--- config.mk ---
export PLATFORM = sky130hd
export DESIGN_NAME = pps_top
export DESIGN_NICKNAME = d
export VERILOG_FILES = /design/src/pps_pkg.sv /design/src/pps_route.sv /design/src/pps_top.sv
export SDC_FILE = /design/constraint.sdc
export NUM_CORES = 1
export LEC_CHECK = 0
export BUFFER_PORTS_ARGS = -buffer_cell sky130_fd_sc_hd__buf_2
export CORE_ASPECT_RATIO = 1.25
export CORE_MARGIN = 3
export CORE_UTILIZATION = 40
export CTS_CLUSTER_SIZE = 20
export DETAILED_ROUTE_END_ITERATION = 16
export MAX_ROUTING_LAYER = met4
export PLACE_DENSITY = 0.7
export SETUP_SLACK_MARGIN = 0.5
export SLEW_MARGIN = 20
export SYNTH_ARGS = -nofsm -noshare
export SYNTH_HDL_FRONTEND = slang
export SYNTH_SLANG_ARGS = --single-unit
--- constraint.sdc ---
create_clock -name clock_in -period 3.27 [get_ports clock_in]
set_input_delay 0.981 -clock clock_in [delete_from_list [all_inputs] [get_ports clock_in]]
set_output_delay 0.981 -clock clock_in [all_outputs]
set_load 0.02 [all_outputs]
--- src/pps_pkg.sv ---
// Contract
// - The upper three bits of each selector pick the port: 000 A, 001 B, 010 C, 011 D, 100 E, 101 F.
// - The lower three bits of each selector pick the pin 0 to 7 within the chosen port.
// - Power-on and brown-out reset load each selector's default location; other resets keep it.
// - Bits 7 and 6 of each selector ignore writes and read as zero.
package pps_pkg;
  localparam int PPS_NUM_PORTS = 6;
  localparam int PPS_SEL_W = 6;
  localparam int PPS_PORT_LSB = 3;
  localparam int PPS_PIN_LSB = 0;
  localparam int PPS_FIELD_W = 3;
  localparam logic [11:0] PPS_SEL_BASE = 12'h000;
  localparam logic [11:0] PPS_STATUS_ADDR = 12'hF00;
  localparam logic [7:0] PPS_IMPL_MASK = 8'h3F;
  localparam logic [1:0] PPS_HTRANS_NONSEQ = 2'h2;
  localparam logic [31:0] PPS_RESP_OKAY = 32'h0000_0000;
  localparam logic [5:0] PPS_DEFAULT_SEL = 6'h00;
  // Port code in bits 5:3, pin in bits 2:0
  function automatic logic [2:0] pps_port_of(input logic [5:0] sel);
    return sel[PPS_PORT_LSB +: PPS_FIELD_W];
  endfunction
  function automatic logic [2:0] pps_pin_of(input logic [5:0] sel);
    return sel[PPS_PIN_LSB +: PPS_FIELD_W];
  endfunction
endpackage

--- src/pps_route.sv ---
`timescale 1ns/10ps
module pps_route
  import pps_pkg::*;
(
  input wire logic [5:0] sel_in, // Port and pin code
  input wire logic [8*PPS_NUM_PORTS-1:0] pins_in, // All port pins, port A lowest
  output logic level_out // Routed pin level
);
  logic [2:0] port_code;
  logic [2:0] pin_code;
  always_comb begin
    port_code = pps_port_of(sel_in);
    pin_code = pps_pin_of(sel_in);
    // Reserved port codes read as low rather than aliasing a real port
    if (int'(port_code) < PPS_NUM_PORTS) begin
      level_out = pins_in[{port_code, pin_code}];
    end else begin
      level_out = 1'b0;
    end
  end
endmodule

--- src/pps_top.sv ---
`timescale 1ns/10ps
module pps_top
  import pps_pkg::*;
#(
  parameter int N_INPUTS = 4,
  parameter logic [6*N_INPUTS-1:0] DEFAULTS = '0
)(
  input wire logic clock_in, // 25 MHz clock
  input wire logic rstn_in, // Bus reset, other causes, active low
  input wire logic por_rstn_in, // Power-on or brown-out reset, active low
  input wire logic hsel, // AHB select
  input wire logic [11:0] haddr, // AHB address
  input wire logic [1:0] htrans, // AHB transfer type
  input wire logic hwrite, // AHB write
  input wire logic [2:0] hsize, // AHB size
  input wire logic [31:0] hwdata, // AHB write data
  input wire logic hready, // AHB ready in
  output logic [31:0] hrdata, // AHB read data
  output logic hreadyout, // AHB ready out
  output logic hresp, // AHB response
  input wire logic [8*PPS_NUM_PORTS-1:0] pins_in, // Port pins A..F
  output logic [N_INPUTS-1:0] periph_out // Routed peripheral inputs
);
  typedef struct packed {
    logic [N_INPUTS-1:0][5:0] sel;
  } pps_sel_t;
  typedef struct packed {
    logic wr_pend;
    logic [11:0] addr;
    logic [31:0] rdata;
    logic [N_INPUTS-1:0] route;
  } pps_bus_t;

  pps_sel_t sel_q, sel_d;
  pps_bus_t bus_q, bus_d;
  logic [N_INPUTS-1:0] lvl;
  logic [N_INPUTS-1:0][5:0] sel_now;

  ////////////////////////////////////////////////////////////////
  for (genvar g = 0; g < N_INPUTS; g++) begin : g_route
    pps_route u_route (
      .sel_in(sel_d.sel[g]),
      .pins_in(pins_in),
      .level_out(lvl[g])
    );
  end

  ////////////////////////////////////////////////////////////////
  function automatic logic [31:0] read_word(input logic [11:0] a,
                                            input pps_sel_t s);
    logic [31:0] r;
    r = 32'h0000_0000;
    for (int i = 0; i < N_INPUTS; i++) begin
      if (a == PPS_SEL_BASE + 12'(4 * i)) begin
        r = {26'h0, s.sel[i]};
      end
    end
    return r;
  endfunction

  always_comb begin
    logic take;
    take = hsel && hready && htrans == PPS_HTRANS_NONSEQ;
    sel_d = sel_q;
    bus_d = bus_q;
    // Write data arrives one cycle after its address phase
    if (bus_q.wr_pend) begin
      for (int i = 0; i < N_INPUTS; i++) begin
        if (bus_q.addr == PPS_SEL_BASE + 12'(4 * i)) begin
          sel_d.sel[i] = hwdata[5:0];
        end
      end
    end
    bus_d.wr_pend = take && hwrite;
    bus_d.addr = haddr;
    bus_d.rdata = 32'h0000_0000;
    if (take && !hwrite) begin
      bus_d.rdata = read_word(haddr, sel_d);
    end
    bus_d.route = lvl;
  end

  ////////////////////////////////////////////////////////////////
  // Selectors live on the power-on domain only, so a bus reset keeps them; periph_out is cleared with the bus registers
  always_ff @(posedge clock_in or negedge por_rstn_in) begin
    if (!por_rstn_in) begin
      sel_q <= DEFAULTS;
    end else begin
      sel_q <= sel_d;
    end
  end

  always_ff @(posedge clock_in or negedge rstn_in) begin
    if (!rstn_in) begin
      bus_q <= '0;
    end else begin
      bus_q <= bus_d;
    end
  end

  assign sel_now = sel_q.sel;
  assign hrdata = bus_q.rdata;
  assign hreadyout = 1'b1;
  assign hresp = PPS_RESP_OKAY[0];
  assign periph_out = bus_q.route;
endmodule

After elaboration in Yosys (flattened, before gate mapping)
Index checks and enable logic that the tools add are counted.

Bits in registers: 73. Input port bits: 103. Output and inout port bits: 38. Word-level logic and storage cells: 52.

Order comparisons: 8. Equal/unequal tests: 7. Multiplexer cells: 22. Reduce and logical (&&, ||, !) cells: 7.

Operator list (number): $mux 32 (4); $eq 12x4->1 const B (4); $mux 6 (5); $lt 6x7->1 const B (4); $bmux 1 s6 (4); $eq 12x3->1 const B (2); $logic_not 12->1 (2); $mux 24 (1); $lt 3x3->1 const B (4); $mux 1 (8); $logic_and 1x1->1 (4); $eq 2x2->1 const B (1); $logic_not 1->1 (1).

Depth between registers and ports, before layout
Depth after elaboration: 8. Mapped depth: 11. Gate-level depth less buffers: 10.

Cells and area by module
A second synthesis with hierarchy kept.

Cells, all modules: 300. Area total of the unflattened synthesis: 4125.2 µm².

Modules (own cells, without submodules): pps_top (instances 1, cells each 164, area an instance 2173.3 µm², sequential area each 1176.1 µm²); pps_route (instances 4, cells each 34, area an instance 488.0 µm², sequential area each 0.0 µm²).

Least setup slack after synthesis
OpenSTA, ideal clock, no wires.

Kind: register -> register. Start point: register bus_q[43] (netlist bit). End point: register bus_q (netlist bit periph_out[0]). Setup time: 0.133 ns. Arrival time: 2.955 ns. Data required time: 3.137 ns. Path slack: 0.182 ns. Cell stages (with the launch flop): 12. Buffers on the path: 2. Clock period less this slack: 3.088 ns. Cell sequence: dfrtp_1 or4_4 nor4b_1 buf_4 mux2i_2 clkinv_2 buf_6 mux4_2 o21ai_1 o31ai_1 nor4_2 o41ai_2.

RTL lines: from (decl) (line pps_top.sv:35) `pps_bus_t bus_q, bus_d;`; from (signal assigned) (line pps_top.sv:97) `bus_q <= bus_d;`.

==> flow_summary.yaml <==
floorplanning:
  dieWidth_um: 96.3
  die_y_um: 119
  rows: 40
  coreArea_um2: 9760
  start_util_pct: 41.7
  ios: 141
  die-area_um2: 11400
status:
  status: "completed"
sta:
  finalSetupTns_ns: 0
  timing.fmax_mhz: 320
  slew_headroom_pct: 58.1
  rsz0062_at_grt: "true"
  finalSetupViolCount: 0
  slew_viol_final: 0
  tightestPinTransition_ns: 0.629
  period_share_pct: 95.5
  period_needed_ns: 3.12
  hold_violations: 0
  skew_ns: 0.00472
min_path:
  hp-start: "sel_now[23]$_DFF_PN0_"
  min_path_cells: 1
  hold_class: "flip-flop to flip-flop"
  min_to: "sel_now[23]$_DFF_PN0_"
cts:
  cts_tree: "yes"
  clock_path_buffers: 2
  cts.clk_slew.worst_paths_ns: 0.06
  cts_hold_buf: 0
  clock_sinks: 47
  htreeDepth: 2
  cts_root_buffer: "clkbuf_16"
  clk_latency_ns: 0.29
  cts_buffers: 5
layout:
  seq_area_um2: 1180
  synthToLayoutAreaGrowth_pct: 24.4
  fill_cells: 907
  multi_input_area_um2: 2670
  n_antenna_cell: 0
  layout_commonest_cell: "buf_2"
  final_core_util_pct: 51.9
  drive_above_1_share_pct: 31.7
  fin_nets: 667
  layout_common_cells: "buf_2, nand2_1, mux2i_1, dfrtp_1, conb_1"
placement:
  dp.final_hpwl_mm: 10.8
  numPortBuffers: 83
  routabilityCongestion: 0.990
yosys:
  syn_avg_cell_area_um2: 8.74
  yosysUniqueCellTypes: 58
  synth_edf_count: 0
  yosys.area.top_type_share_pct: 28.9
  seq_area_frac_synth_pct: 28.9
  async_flop_share_pct: 100
  synth_top_cell_by_area: "dfrtp_1"
  ys_warn_count: 0
  dominantRegCellSynth: "dfrtp_1"
  ys_seq_elements: 47
  synthTopCellsByArea: "dfrtp_1, mux2i_1, buf_4"
  syn_area_um2: 4070
  synthCells: 466
routing:
  wl_per_cell_um: 21.1
  routed_wl_mm: 14.6
  drt_first_pass_iters: 6
  antenna_left: 0
  drcViolationCount: 0
  vias: 4106
  viasPerCell: 5.94
  drt_iter0_drc: 427
critical_path:
  cpPeakStageDelay_ns: 0.58
  crit_path_frequent_cell: "buf_4"
  crit_chain: "or4_4 -> nor4b_4 -> buf_4 -> buf_4 -> mux2i_4 -> buf_6 -> mux4_2 -> o21ai_1 -> o31ai_1 -> nor4_2 -> o41ai_2"
  reg2reg_depth: 11
  crit_buf_inv: 3
  critPathLaunch: "bus_q[40]$_DFF_PN0_"
  endpoint_kind: "flip-flop"
  cp_slowest_cell: "or4_4"
  rr_startpoint: "bus_q[40]$_DFF_PN0_"
  critPathMaxFanout: 3
  start_kind: "flip-flop"
  worst-setup-path-type: "flip-flop to flip-flop"
  r2r_end: "periph_out[0]$_DFF_PN0_"
  path_delay_family: "simple AND/OR/NAND/NOR gates"
  cp_data_arrival_time_ns: 3.28
  critical_path_required_ns: 3.43
  r2r_slack_ns: 0.15
pwr:
  p_per_area_nw_per_um2: 286
  p_total_mw: 1.45
  leakagePower_nw: 2.44
  irDropWorstVdd_mv: 0.175
run:
  drv_cap: 0
global_routing:
  grt_pass1_vias: 3714
  grt_pass1_wl_mm: 20.4
  grt_max_degree: 25
  track_usage_pct: 24.5
  grt_overflow: 0
  antenna_found_initial: 0
-- synthesized netlist by cell type, types with 5 or more instances --
master    number
nand2_1       78
mux2i_1       77
dfrtp_1       47
buf_4         41
nand3_1       22
a21oi_1       17
nor2_1        16
inv_1         15
mux2_2        14
o21ai_0       13
nand4_1        9
and3_1         8
clkbuf_1       8
a211oi_1       6
a221oi_1       6
a31oi_1        6
buf_2          6
a22oi_1        5
-- flip-flops by register name, indices dropped and copies added (netlist names) --
name,count
periph_out,4
hrdata,6
bus_q,13
sel_now,24
-- how the worst max path moves through the flow --
stage / end / slack, ns / cells after the start
global route: periph_out[0]$_DFF_PN0_ / 0.08 / 10
detailed placement: periph_out[0]$_DFF_PN0_ / 0.17 / 10
CTS: periph_out[0]$_DFF_PN0_ / 0.21 / 11
floorplan: periph_out[1]$_DFF_PN0_ / 0.36 / 10
global placement: periph_out[0]$_DFF_PN0_ / 0.19 / 10
finish: periph_out[0]$_DFF_PN0_ / 0.15 / 11
-- worst reg2reg max path: cells and delay by family, from the launching register on --
family	cells	cell delay (ns)
compound gates	3	0.33
simple gates	3	1.08
buf+inv	3	0.45
flops	1	0.38
mux	2	0.76
-- metrics by stage --
step                      cell area (um^2)  setup WS (ns)  instances  hold WS [ns]
after floorplan                       4220          0.359        492         0.494
after global placement                4570          0.188        663         0.525
after detailed placement              4570          0.172        663         0.529
after CTS                             4780          0.209        676         0.554
after global routing                  5060         0.0762        691         0.574
final                                 5060          0.147        691         0.561
-- cell families after synthesis --
group	after synthesis	share of synthesized area, %
AOI/OAI and AO/OA	83	14.7
and+or+nand+nor	157	18.8
other	2	0.184
buffers and inverters	80	11.8
DFF	47	28.9
muxes	97	25.7
-- cell type report --
cell class / instances / area share, %
Multi-Input combinational cell: 365 / 52.6
Sequential cell: 47 / 23.2
Timing Repair Buffer: 121 / 16.1
Tap cell: 126 / 3.11
Clock buffer: 7 / 2.62
Inverter: 23 / 2.15
Timing Repair inverter: 1 / 0.124
Clock inverter: 1 / 0.0988
-- layer usage --
metal,wire (um),GRT usage (%)
met2,7020,40.3
met3,1300,3.10
met1,5690,30.7
met4,551,8.01
met5,0,-
-- power by group --
group	leakage, nW	internal, mW	switching [mW]
logic	1.78	0.126	0.219
registers	0.593	0.601	0.00953
clock network	0.0679	0.283	0.208
-- repair_timing --
item	CTS	global route
resized for setup	7	27
cloned	0	3
pin swaps	0	12
setup buffers	5	12
setup endpoints to repair	5	10
Note: power is estimated with default switching activity, not from simulation.
